`src/frt_pkg.sv`:
```
package frt_pkg;
	// ----------------------------------------------------------------
	// command codes
	// ----------------------------------------------------------------
	localparam logic [7:0]  CMD_FAULT_CLEAR     = 8'h03;
	localparam logic [7:0]  CMD_TON_FAULT_ACT   = 8'h63;
	localparam logic [7:0]  CMD_TOFF_DELAY      = 8'h64;
	localparam logic [7:0]  CMD_TOFF_FALL       = 8'h65;
	localparam logic [7:0]  CMD_TOFF_WARN_LIM   = 8'h66;
	localparam logic [7:0]  CMD_POUT_WARN       = 8'h6a;
	localparam logic [7:0]  CMD_PIN_WARN        = 8'h6b;
	localparam logic [7:0]  CMD_TIME_UNIT       = 8'hd2;

	// ----------------------------------------------------------------
	// field positions
	// ----------------------------------------------------------------
	localparam int          ACT_RESP_HI         = 7;
	localparam int          ACT_RESP_LO         = 6;
	localparam int          ACT_RETRY_HI        = 5;
	localparam int          ACT_RETRY_LO        = 3;
	localparam int          ACT_TIME_HI         = 2;
	localparam int          ACT_TIME_LO         = 0;
	localparam int          LIN_EXP_HI          = 15;
	localparam int          LIN_EXP_LO          = 11;
	localparam int          LIN_MAN_HI          = 10;
	localparam int          LIN_FRAC            = 8;
	localparam int          VOUT_TARGET_SHIFT   = 3;

	// ----------------------------------------------------------------
	// encodings and reset values
	// ----------------------------------------------------------------
	localparam logic [1:0]  RESP_IGNORE         = 2'h0;
	localparam logic [1:0]  RESP_RUN_THEN_RETRY = 2'h1;
	localparam logic [1:0]  RESP_DISABLE_RETRY  = 2'h2;
	localparam logic [1:0]  RESP_LATCH_OFF      = 2'h3;
	localparam logic [2:0]  RETRY_NONE          = 3'h0;
	localparam logic [2:0]  RETRY_FOREVER       = 3'h7;
	localparam logic [15:0] RST_WORD            = 16'h0000;
	localparam logic [7:0]  RST_ACTION          = 8'h00;
	localparam logic [7:0]  RST_TIME_UNIT       = 8'h01;

	// ----------------------------------------------------------------
	// timing
	// ----------------------------------------------------------------
	localparam int          CLK_MHZ             = 200;
	localparam int          MS_IN_US            = 1000;
	localparam int          CYC_PER_MS          = CLK_MHZ * MS_IN_US;

	typedef enum logic [5:0] {
		ST_OFF   = 6'h01,
		ST_ON    = 6'h02,
		ST_HOLD  = 6'h04,
		ST_RETRY = 6'h08,
		ST_LATCH = 6'h10,
		ST_DLY   = 6'h20
	} frt_state_t;
endpackage : frt_pkg

```
`src/frt_seq.sv`:
```
`timescale 1ns/10ps
// How it works
// RL1: retry codes 4,5,6 restart that often, then latch off until cleared.
// RL2: retry code 7 restarts forever until commanded off or another fault.
// RL3: restart starts are spaced by the retry time code interval in fault time units.
// RL4: three-bit time code gives two to the code time units.
// RL5: same interval is run-on time or restart spacing per response.
// RL6: time unit comes from the time-unit register at code 0xD2.
// RL7: turn-on timeout uses the output-voltage fault time unit.
// RL8: after disable, wait the linear millisecond turn-off delay before falling.
// RL9: after the delay, ramp output down over the linear fall time.
// RL10: warn if output stays above one eighth of set voltage past limit.
// RL11: warn when output power exceeds the linear output power threshold.
// RL12: warn when input power exceeds the linear input power threshold.
// RL13: disable-and-retry response shuts off at once, then follows retry setting.
// RL14: latched fault clears on clear command, off-on toggle, or bias loss.
// RL15: linear words are signed 5-bit exponent over signed 11-bit mantissa.
// RL16: host writes words to 16-bit settings and bytes to the action setting.
module frt_seq
	import frt_pkg::*;
#(
	parameter int CYC_MS = CYC_PER_MS
) (
	// clock and reset
	input  wire logic        clk,
	input  wire logic        arst_n,
	// management command port
	input  wire logic        cmd_valid,
	input  wire logic        cmd_write,
	input  wire logic [7:0]  cmd_code,
	input  wire logic [15:0] cmd_wdata,
	output logic             rsp_valid_reg,
	output logic             rsp_nack_reg,
	output logic [15:0]      rsp_rdata_reg,
	// pins and converter status
	input  wire logic        ctrl_pin,
	input  wire logic        op_on,
	input  wire logic        ton_fault_pin,
	input  wire logic        other_fault_pin,
	input  wire logic [15:0] vout_set,
	input  wire logic [15:0] vout_meas,
	input  wire logic [15:0] pout_meas,
	input  wire logic [15:0] pin_meas,
	// converter control and flags
	output logic             out_en_reg,
	output logic             fall_active_reg,
	output logic             retry_wait_reg,
	output logic             fault_latched_reg,
	output logic             toff_warn_reg,
	output logic             pout_warn_reg,
	output logic             pin_warn_reg
);
	// divider needs a count of two or more
	if (CYC_MS < 2) begin : g_bad_cyc
		$error("frt_seq: CYC_MS must be at least 2");
	end

	// ----------------------------------------------------------------
	// linear format
	// ----------------------------------------------------------------
	function automatic logic [39:0] lin_q8(input logic [15:0] v);
		logic signed [5:0] e;
		logic [39:0]       m;
		logic [5:0]        ne;
		e  = 6'($signed(v[LIN_EXP_HI:LIN_EXP_LO]));
		ne = 6'(-e);
		m  = {29'h0, v[LIN_MAN_HI:0]} << LIN_FRAC;
		// negative mantissa treated as zero: no negative times or power
		if (v[LIN_MAN_HI])
			m = 40'h0;
		if (e < 0)
			lin_q8 = m >> ne; // RL15
		else
			lin_q8 = m << e[4:0]; // RL15
	endfunction : lin_q8

	function automatic logic [31:0] lin_ms(input logic [15:0] v);
		logic [39:0] q;
		q = lin_q8(v) >> LIN_FRAC;
		lin_ms = (q[39:32] != 8'h00) ? 32'hffff_ffff : q[31:0];
	endfunction : lin_ms

	// ----------------------------------------------------------------
	// pin synchronisers
	// ----------------------------------------------------------------
	logic [2:0] pin_raw;
	logic [2:0] s1_reg;
	logic [2:0] s2_reg;
	logic [2:0] s3_reg;
	logic [2:0] flt_reg;

	assign pin_raw = {other_fault_pin, ton_fault_pin, ctrl_pin};

	genvar gi;
	generate
		for (gi = 0; gi < 3; gi++) begin : g_sync
			always_ff @(posedge clk or negedge arst_n) begin
				if (!arst_n) begin
					s1_reg[gi]  <= 1'b0;
					s2_reg[gi]  <= 1'b0;
					s3_reg[gi]  <= 1'b0;
					flt_reg[gi] <= 1'b0;
				end else begin
					s1_reg[gi] <= pin_raw[gi];
					s2_reg[gi] <= s1_reg[gi];
					s3_reg[gi] <= s2_reg[gi];
					// change accepted once two stages agree
					if (s2_reg[gi] == s3_reg[gi])
						flt_reg[gi] <= s3_reg[gi];
				end
			end
		end
	endgenerate

	logic ctrl_ok;
	logic ton_flt;
	logic oth_flt;
	logic       on_req;
	logic       ton_q;
	logic       ton_evt;
	frt_state_t state;
	frt_state_t state_next;

	assign ctrl_ok = flt_reg[0];
	assign ton_flt = flt_reg[1];
	assign oth_flt = flt_reg[2];
	assign on_req  = ctrl_ok & op_on;
	assign ton_evt = ton_flt & ~ton_q;

	always_ff @(posedge clk or negedge arst_n) begin
		if (!arst_n) begin
			ton_q <= 1'b0;
		end else begin
			// re-armed per attempt so a fault still held fails the restart
			ton_q <= ton_flt && (state == ST_ON);
		end
	end

	// ----------------------------------------------------------------
	// settings
	// ----------------------------------------------------------------
	logic [15:0] toff_delay_reg;
	logic [15:0] toff_fall_reg;
	logic [15:0] toff_lim_reg;
	logic [15:0] pout_thr_reg;
	logic [15:0] pin_thr_reg;
	logic [7:0]  action_reg;
	logic [7:0]  unit_reg;
	logic        clr_cmd;
	logic        wr;

	assign wr      = cmd_valid & cmd_write;
	assign clr_cmd = wr & (cmd_code == CMD_FAULT_CLEAR);

	always_ff @(posedge clk or negedge arst_n) begin
		if (!arst_n) begin
			toff_delay_reg <= RST_WORD;
			toff_fall_reg  <= RST_WORD;
			toff_lim_reg   <= RST_WORD;
			pout_thr_reg   <= RST_WORD;
			pin_thr_reg    <= RST_WORD;
			action_reg     <= RST_ACTION;
			unit_reg       <= RST_TIME_UNIT;
		end else if (wr) begin
			case (cmd_code) // RL16
				CMD_TOFF_DELAY:    toff_delay_reg <= cmd_wdata;
				CMD_TOFF_FALL:     toff_fall_reg  <= cmd_wdata;
				CMD_TOFF_WARN_LIM: toff_lim_reg   <= cmd_wdata;
				CMD_POUT_WARN:     pout_thr_reg   <= cmd_wdata;
				CMD_PIN_WARN:      pin_thr_reg    <= cmd_wdata;
				CMD_TON_FAULT_ACT: action_reg     <= cmd_wdata[7:0];
				CMD_TIME_UNIT:     unit_reg       <= cmd_wdata[7:0]; // RL6
				default:           ;
			endcase
		end
	end

	// ----------------------------------------------------------------
	// read port
	// ----------------------------------------------------------------
	logic [15:0] rd_mux;
	logic        rd_hit;

	always_comb begin
		rd_hit = 1'b1;
		case (cmd_code)
			CMD_TOFF_DELAY:    rd_mux = toff_delay_reg;
			CMD_TOFF_FALL:     rd_mux = toff_fall_reg;
			CMD_TOFF_WARN_LIM: rd_mux = toff_lim_reg;
			CMD_POUT_WARN:     rd_mux = pout_thr_reg;
			CMD_PIN_WARN:      rd_mux = pin_thr_reg;
			CMD_TON_FAULT_ACT: rd_mux = {8'h00, action_reg};
			CMD_TIME_UNIT:     rd_mux = {8'h00, unit_reg};
			default: begin
				rd_mux = 16'h0000;
				rd_hit = 1'b0;
			end
		endcase
		if (cmd_write)
			rd_hit = rd_hit | (cmd_code == CMD_FAULT_CLEAR);
	end

	always_ff @(posedge clk or negedge arst_n) begin
		if (!arst_n) begin
			rsp_valid_reg <= 1'b0;
			rsp_nack_reg  <= 1'b0;
			rsp_rdata_reg <= 16'h0000;
		end else begin
			rsp_valid_reg <= cmd_valid;
			rsp_nack_reg  <= cmd_valid & ~rd_hit;
			if (cmd_valid & ~cmd_write)
				rsp_rdata_reg <= rd_mux;
		end
	end

	// ----------------------------------------------------------------
	// millisecond tick and retry interval
	// ----------------------------------------------------------------
	logic [31:0] div_cnt;
	logic        ms_tick;
	logic [7:0]  units;
	logic [15:0] interval_ms;

	assign ms_tick = (div_cnt == 32'(CYC_MS - 1));
	// vout fault unit drives this fault too; zero unit read as one
	assign units = 8'h01 << action_reg[ACT_TIME_HI:ACT_TIME_LO]; // RL4
	assign interval_ms = 16'(units) *
		16'((unit_reg == 8'h00) ? 8'h01 : unit_reg); // RL7

	always_ff @(posedge clk or negedge arst_n) begin
		if (!arst_n)
			div_cnt <= 32'h0;
		else if (ms_tick)
			div_cnt <= 32'h0;
		else
			div_cnt <= div_cnt + 32'h1;
	end

	// ----------------------------------------------------------------
	// sequencer
	// ----------------------------------------------------------------
	logic [31:0] tmr_ms;
	logic [15:0] att_ms;
	logic [2:0]  att_cnt;
	logic        fall_ph;
	logic        fall_ph_next;
	logic        att_inc;
	logic [1:0]  resp;
	logic [2:0]  rtry;
	logic        retry_go;

	assign resp = action_reg[ACT_RESP_HI:ACT_RESP_LO];
	assign rtry = action_reg[ACT_RETRY_HI:ACT_RETRY_LO];
	// code 7 never runs out; codes 1 to 6 bound the attempts
	assign retry_go = (rtry == RETRY_FOREVER) ||
		((rtry != RETRY_NONE) && (att_cnt < rtry)); // RL1 RL2

	always_comb begin
		state_next   = state;
		fall_ph_next = fall_ph;
		att_inc      = 1'b0;
		case (state)
			ST_OFF: begin
				if (on_req)
					state_next = ST_ON;
			end
			ST_ON: begin
				if (!on_req) begin
					state_next   = ST_DLY; // RL8
					fall_ph_next = 1'b0;
				end else if (oth_flt)
					state_next = ST_LATCH;
				else if (ton_evt) begin
					case (resp)
						RESP_IGNORE:         state_next = ST_ON;
						RESP_RUN_THEN_RETRY: state_next = ST_HOLD; // RL5
						RESP_DISABLE_RETRY: begin
							state_next = retry_go ? ST_RETRY : ST_LATCH; // RL13
							att_inc    = retry_go;
						end
						default:             state_next = ST_LATCH;
					endcase
				end
			end
			ST_HOLD: begin
				if (!on_req) begin
					state_next   = ST_DLY;
					fall_ph_next = 1'b0;
				end else if (oth_flt)
					state_next = ST_LATCH;
				else if (ms_tick && (tmr_ms + 32'h1 >= 32'(interval_ms))) begin
					if (!ton_flt)
						state_next = ST_ON;
					else begin
						state_next = retry_go ? ST_RETRY : ST_LATCH; // RL1
						att_inc    = retry_go;
					end
				end
			end
			ST_RETRY: begin
				if (!on_req)
					state_next = ST_OFF; // RL2
				else if (oth_flt)
					state_next = ST_LATCH; // RL2
				else if (att_ms >= interval_ms)
					state_next = ST_ON; // RL3
			end
			ST_LATCH: begin
				if (clr_cmd || !on_req)
					state_next = ST_OFF; // RL14
			end
			ST_DLY: begin
				if (!fall_ph && tmr_ms >= lin_ms(toff_delay_reg))
					fall_ph_next = 1'b1; // RL9
				else if (fall_ph && tmr_ms >= lin_ms(toff_fall_reg))
					state_next = ST_OFF; // RL9
			end
			default: state_next = ST_OFF;
		endcase
	end

	always_ff @(posedge clk or negedge arst_n) begin
		if (!arst_n) begin
			state   <= ST_OFF;
			fall_ph <= 1'b0;
		end else begin
			state   <= state_next;
			fall_ph <= fall_ph_next;
		end
	end

	// phase timer restarts on every state or phase change
	always_ff @(posedge clk or negedge arst_n) begin
		if (!arst_n)
			tmr_ms <= 32'h0;
		else if (state_next != state || fall_ph_next != fall_ph)
			tmr_ms <= 32'h0;
		else if (ms_tick && tmr_ms != 32'hffff_ffff)
			tmr_ms <= tmr_ms + 32'h1;
	end

	// attempt timer runs from the start of each attempt
	always_ff @(posedge clk or negedge arst_n) begin
		if (!arst_n)
			att_ms <= 16'h0;
		else if (state != ST_ON && state_next == ST_ON)
			att_ms <= 16'h0; // RL3
		else if (ms_tick && att_ms != 16'hffff)
			att_ms <= att_ms + 16'h1;
	end

	always_ff @(posedge clk or negedge arst_n) begin
		if (!arst_n)
			att_cnt <= 3'h0;
		else if (state == ST_OFF || clr_cmd)
			att_cnt <= 3'h0;
		else if (att_inc && att_cnt != RETRY_FOREVER)
			att_cnt <= att_cnt + 3'h1;
	end

	always_ff @(posedge clk or negedge arst_n) begin
		if (!arst_n) begin
			out_en_reg        <= 1'b0;
			fall_active_reg   <= 1'b0;
			retry_wait_reg    <= 1'b0;
			fault_latched_reg <= 1'b0;
		end else begin
			out_en_reg <= (state_next == ST_ON) || (state_next == ST_HOLD) ||
				(state_next == ST_DLY);
			fall_active_reg   <= (state_next == ST_DLY) && fall_ph_next;
			retry_wait_reg    <= (state_next == ST_RETRY);
			fault_latched_reg <= (state_next == ST_LATCH);
		end
	end

	// ----------------------------------------------------------------
	// warnings
	// ----------------------------------------------------------------
	logic [39:0] vout_tgt;
	logic [31:0] pd_ms;
	logic        pd_active;

	always_ff @(posedge clk or negedge arst_n) begin
		if (!arst_n) begin
			vout_tgt  <= 40'h0;
			pd_active <= 1'b0;
			pd_ms     <= 32'h0;
		end else begin
			if (state == ST_ON && state_next == ST_DLY) begin
				vout_tgt  <= lin_q8(vout_set) >> VOUT_TARGET_SHIFT; // RL10
				pd_active <= 1'b1;
				pd_ms     <= 32'h0;
			end else if (pd_active) begin
				if (on_req || lin_q8(vout_meas) <= vout_tgt)
					pd_active <= 1'b0;
				else if (ms_tick && pd_ms != 32'hffff_ffff)
					pd_ms <= pd_ms + 32'h1;
			end
		end
	end

	// set wins over a clear in the same cycle
	always_ff @(posedge clk or negedge arst_n) begin
		if (!arst_n) begin
			toff_warn_reg <= 1'b0;
			pout_warn_reg <= 1'b0;
			pin_warn_reg  <= 1'b0;
		end else begin
			if (pd_active && pd_ms >= lin_ms(toff_lim_reg))
				toff_warn_reg <= 1'b1; // RL10
			else if (clr_cmd)
				toff_warn_reg <= 1'b0;
			if (lin_q8(pout_meas) > lin_q8(pout_thr_reg))
				pout_warn_reg <= 1'b1; // RL11
			else if (clr_cmd)
				pout_warn_reg <= 1'b0;
			if (lin_q8(pin_meas) > lin_q8(pin_thr_reg))
				pin_warn_reg <= 1'b1; // RL12
			else if (clr_cmd)
				pin_warn_reg <= 1'b0;
		end
	end
endmodule : frt_seq

```
`config.mk`:
```
export PLATFORM = sky130hd
export DESIGN_NAME = frt_seq
export DESIGN_NICKNAME = d
export VERILOG_FILES = /design/src/frt_pkg.sv /design/src/frt_seq.sv
export SDC_FILE = /design/constraint.sdc
export NUM_CORES = 2
export LEC_CHECK = 0
export BUFFER_PORTS_ARGS = -buffer_cell sky130_fd_sc_hd__buf_2
export CORE_UTILIZATION = 40
export CTS_CLUSTER_DIAMETER = 120
export DETAILED_ROUTE_END_ITERATION = 16
export SLEW_MARGIN = 0
export SYNTH_ARGS = -nofsm -noshare
export SYNTH_HDL_FRONTEND = slang
export SYNTH_SLANG_ARGS = --single-unit
```
`constraint.sdc`:
```
create_clock -name clk -period 7.1 [get_ports clk]
set_input_delay 1.065 -clock clk [delete_from_list [all_inputs] [get_ports clk]]
set_output_delay 1.065 -clock clk [all_outputs]
set_load 0.1 [all_outputs]
```
Word-level counts from Yosys, hierarchy flattened:

Index checks and enable logic that the tools add are counted.

* equality and inequality tests: 34
* $mul: 1
* muxes and demuxes: 80
* reduce and logical (&&, ||, !) cells: 43
* magnitude comparators: 18
* shift-type cells: 19
* add/subtract/negate cells: 14
* bitwise gates (word level): 10

Operators by type and width (number)
* $mux 40: 20
* $mux 32: 7
* $shl 18x5->40: 5
* $shr 18x6->40: 5
* $mux 18: 9
* $shl 40x5->40: 4
* $shr 40x6->40: 4
* $pmux 16 s7: 1
* $add 32x1->32 const B: 3
* $ge 32x32->1: 3
* $gt 40x40->1: 2
* $mux 6: 13
* $ne 32x32->1 const B: 2
* $neg 5->6: 9
* $eq 8x7->1 const B: 6
* $lt 5x1->1 const B: 9
* $le 40x37->1: 1
* $pmux 6 s6: 1
* $eq 32x18->1 const B: 1
* $ge 32x16->1: 1
* $mux 16: 2
* $mux 1: 19
* $add 16x1->16 const B: 1
* $ge 16x16->1: 1
* other kinds (41): 90

* bits in registers: 294
* logic and storage cells: 258
* bits of input ports: 96
* output and inout port bits: 25

Logic depth before layout (Yosys ltp):

* word-level depth: 30
* gate-level depth with buffers: 31
* depth with buffers taken out: 29

Worst setup path before layout:

OpenSTA, ideal clock, no wires.

* path type: reg-to-reg
* start: register action_reg[0]
* end: register tmr_ms[31]
* required time: 7030 ps
* setup time: 70 ps
* stages on the path, launching flop included: 31
* period minus slack after synthesis: 6467 ps
* path buffers: 2
* arrival time: 6397 ps
* slack: 633 ps
* path through: dfrtp_1 clkbuf_1 nor3b_1 nand2_1 fa_1 fa_1 inv_1 fa_1 inv_1 fa_1 inv_1 ha_1 a21oi_1 o21ai_0 a21oi_1 nor2_1 nor2_1 o21bai_1 a21oi_1 xor2_1 ha_1 o21a_1 o21ai_0 a21o_1 a211oi_1 a21oi_1 nand4_4 o31ai_2 nand3_2 buf_6 nor2_2

* cells in the longest elaborated chain, start to end: 11
* elaborated cells on any way between the ends: 16
* classes of those cells: mul: 1; order compare: 2; eq/ne: 1; shift: 1; mux: 8; reduce/logical: 3

RTL lines
* start: declaration: line frt_seq.sv:147 `logic [7:0] action_reg;`
* start signal: assignment: line frt_seq.sv:171 `CMD_TON_FAULT_ACT: action_reg <= cmd_wdata[7:0];`
* $shl 1x3->8 (*): line frt_seq.sv:226 `assign units = 8'h01 << action_reg[ACT_TIME_HI:ACT_TIME_LO];`
* $mul 8x8->16 (*): line frt_seq.sv:227 `assign interval_ms = 16'(units) *`
* $ge 32x16->1: line frt_seq.sv:291 `else if (ms_tick && (tmr_ms + 32'h1 >= 32'(interval_ms))) begin`
* $logic_and 1x1->1: line frt_seq.sv:291
* $mux 6: line frt_seq.sv:291
* $mux 6: line frt_seq.sv:289 `end else if (oth_flt)`
* $mux 6: line frt_seq.sv:286 `if (!on_req) begin`
* $pmux 6 s6 (*): line frt_seq.sv:262 `case (state)`
* $ne 6x6->1 (*): line frt_seq.sv:336 `else if (state_next != state || fall_ph_next != fall_ph)`
* $logic_or 1x1->1 (*): line frt_seq.sv:336
* $mux 32 or $reduce_bool 2->1 (tied branches)
* end signal: assignment: line frt_seq.sv:339 `tmr_ms <= tmr_ms + 32'h1;`
* end: declaration: line frt_seq.sv:242 `logic [31:0] tmr_ms;`

Every way passes the cells marked *; elsewhere a longest branch is shown, timed or not.
A chain may end at the register's enable or synchronous reset.

Worst setup path in the final report:

* start: register action_reg[0]
* end: register tmr_ms[0]

The elaborated chain is that of the path after synthesis.

==> out/qor.csv <==
metric;value;unit
status;finished clean;
Seq/Total Area, Yosys;0.233;
via count of the first global-routing pass;26981;
CP Max Fanout;32;
Max-slew headroom;0.217;
DPL Wire Length;69600;µm
routed via count;29458;
drt drc;0;
worst endpoint required time;7.58;ns
Synth top cells by count;nand2_1, nor2_1, dfrtp_1;
CP Launch Point;action_reg[0]$_DFFE_PN0P_;
Synth top area share;0.231;
count of different cell masters after synthesis;104;
Synth area leader;dfrtp_1;
EDFF count, synth;0;
Final Critical Period;6.70;ns
Largest stage delay, worst path;0.54;ns
# H-tree levels;2;
largest net degree at the start of global routing;138;
die width;283;µm
yosys warns;0;
most flop-heavy register;vout_tgt;
Hold Crit Start;s1_reg[1]$_DFF_PN0_;
maximum clock rate;0.149;GHz
cell area after synthesis;31600;µm²
Synth Area in Adders;0.134;
largest family of logic cells by synthesized area;simple AND/OR/NAND/NOR gates;
Final Hold Viols;0;
clock latency on the worst-skew pair;0.56;ns
Layout area overhead;8.29;%
clk buf depth;3;
post-synthesis xor/xnor area fraction;0.0394;
CTS buffer count;34;
Setup Crit Path Kind;flip-flop to flip-flop;
Die H;283;µm
Power Total;5.26;mW
async set-reset flop share out of synthesis;1.00;
Slew Viols, Final;0;
Core Box Area;77800;µm²
Sink Count;294;
Nets;4344;
grt ovf;0;
Post-Layout Cell Count;5001;
DR WL/cell;18.4;µm
Post-Place Setup Slack;0.0621;ns
final setup margin;0.402;ns
Die Footprint;80100;µm²
CTS Hold Bufs;0;
worst vdd rail ir drop;0.162;mV
worst slew pin tran;1.16;ns
Final Skew;0.0181;ns
fin crit share;0.943;
min-delay worst type;flip-flop to flip-flop;
Leak;14.7;nW
placed insts;4936;
Starting Density;0.406;
Setup Viol. Count Final;0;
Total GRT Usage;0.222;
boundary pin count;121;
internal reg-to-reg setup slack;0.40;ns
Crit Reg-Reg Endpoint;tmr_ms[0]$_DFFE_PN0P_;
R2R Path Start;action_reg[0]$_DFFE_PN0P_;
Hold EP;s2_reg[1]$_DFF_PN0_;
share of layout cells above drive strength 1;0.117;
crit end category;flip-flop;
Max Cap Viol;0;
total wire length;92100;µm
Hold Crit Depth;0;
post-layout util;0.439;
PortBufs;120;
Setup TNS Final;0;ns
root buffer cell;clkbuf_16;
synthesized flop and latch total;294;
simple-gate portion of the synthesized area;0.245;
first-pass GRT wire length;147000;µm
syn avg cell area;8.00;µm²
DRT antenna net count;0;
CTS tree;done;
Worst setup SP type;flip-flop;
mux contribution to synthesized area;0.0919;
most frequent cell after synthesis;nand2_1;
Clk pin slew, worst setup/hold paths;0.06;ns
dominant cells by area after synthesis;dfrtp_1, ha_1, nand2_1, nor2_1, a21oi_1;
Syn Inst Count;3949;
DR iter-0 viols;2552;
R2R cell count;28;
RD Place Congestion;0.918;
crit path max-delay cell type;fa_1;
vias per cell;5.89;
Core Rows;102;
Main synth FF type;dfrtp_1;
pwr dens;154;nW/µm²
Compound-Gate Fraction of Synth Area;0.207;
initial antenna violation count;2;
1st-pass router iterations;6;
WP data arrival;7.18;ns
max FFs per register;37;
## timing repair
action	in CTS	in global routing
resized for setup	0	18
setup endpoints to repair	0	56
buffers inserted	0	2
## worst max-delay path by stage
| stage | to | cells after the start |
|---|---|---|
| floorplan | tmr_ms[31]$_DFFE_PN0P_ | 30 |
| global placement | att_ms[6]$_DFFE_PN0P_ | 28 |
| detailed placement | att_ms[9]$_DFFE_PN0P_ | 28 |
| CTS | att_ms[11]$_DFFE_PN0P_ | 28 |
| global route | tmr_ms[0]$_DFFE_PN0P_ | 29 |
| finish | tmr_ms[0]$_DFFE_PN0P_ | 28 |
## critical path: cells and delay by family, from the launching register on
family	cells	cell delay, ns
compound gates	13	2.24
buf+inv	4	0.46
flops	1	0.47
simple gates	4	0.64
fa+ha+maj	6	2.61
xor+xnor	1	0.18
## stage by stage
| stage | instance area (µm²) | hold WS [ns] |
|---|---|---|
| after floorplan | 31700 | 0.331 |
| after global placement | 33000 | 0.334 |
| after detailed placement | 33000 | 0.335 |
| after CTS | 34100 | 0.348 |
| after global routing | 34200 | 0.358 |
| final | 34200 | 0.346 |
## placed cells by master, fill, tap and decap left out, types with 26 or more instances in the layout
| cell | n |
|---|---|
| nor2b_1 | 83 |
| nor2_2 | 31 |
| o22ai_1 | 42 |
| mux2_2 | 105 |
| dfrtp_1 | 289 |
| nor3_1 | 84 |
| nand4_1 | 72 |
| or2_2 | 26 |
| o21ai_0 | 194 |
| nand2_1 | 437 |
| ha_1 | 278 |
| xor2_1 | 61 |
| nand3_1 | 107 |
| conb_1 | 35 |
| buf_2 | 119 |
| and3_1 | 53 |
| xnor2_1 | 80 |
| a211oi_1 | 97 |
| inv_1 | 150 |
| fa_1 | 36 |
| a31oi_1 | 38 |
| mux2i_1 | 102 |
| nor2_1 | 380 |
| clkbuf_16 | 35 |
| a22oi_1 | 38 |
| a21o_1 | 54 |
| a21oi_1 | 267 |
| nand2b_1 | 61 |
| buf_4 | 32 |
| a211o_1 | 30 |
| and2_1 | 83 |
| mux4_2 | 31 |
## report_power, final
| part | total [mW] | internal (mW) | switching [mW] |
|---|---|---|---|
| Sequential | 1.95 | 1.82 | 0.133 |
| Combinational | 1.51 | 0.559 | 0.951 |
| Clock | 1.79 | 1.03 | 0.763 |
| Total | 5.26 | 3.41 | 1.85 |
## logic make-up (layout without fill, tap and decap cells)
kind of cell             after synthesis  after routing
other                                  2             36
AND/OR/NAND/NOR                     1559           1559
multiplexers                         238            238
flip-flops                           294            294
AO/OA/AOI/OAI                        995            995
XOR/XNOR                             142            142
buffers and inverters                401            379
adder cells (fa/ha/maj)              318            318
## cell type report
class | count | area, µm²
antenna | 1 | 2.50
clock buffer | 47 | 991
clock inverter | 15 | 140
fill | 7925 | 43600
inverter | 161 | 604
multi-input combinational | 3287 | 22900
sequential | 294 | 7360
tap | 1040 | 1300
timing repair buffer | 156 | 911
## routing by layer
| layer | vias up | routed length, µm | part of all wire | global-route usage |
|---|---|---|---|---|
| li1 | 14342 | - | - | - |
| met1 | 14153 | 43900 | 0.48 | 0.326 |
| met2 | 854 | 41300 | 0.45 | 0.344 |
| met3 | 107 | 5100 | 0.055 | 0.0275 |
| met4 | 2 | 1790 | 0.019 | 0.0534 |
| met5 | - | 13 | 0.00014 | 0 |
(Power assumes the default switching activity.)
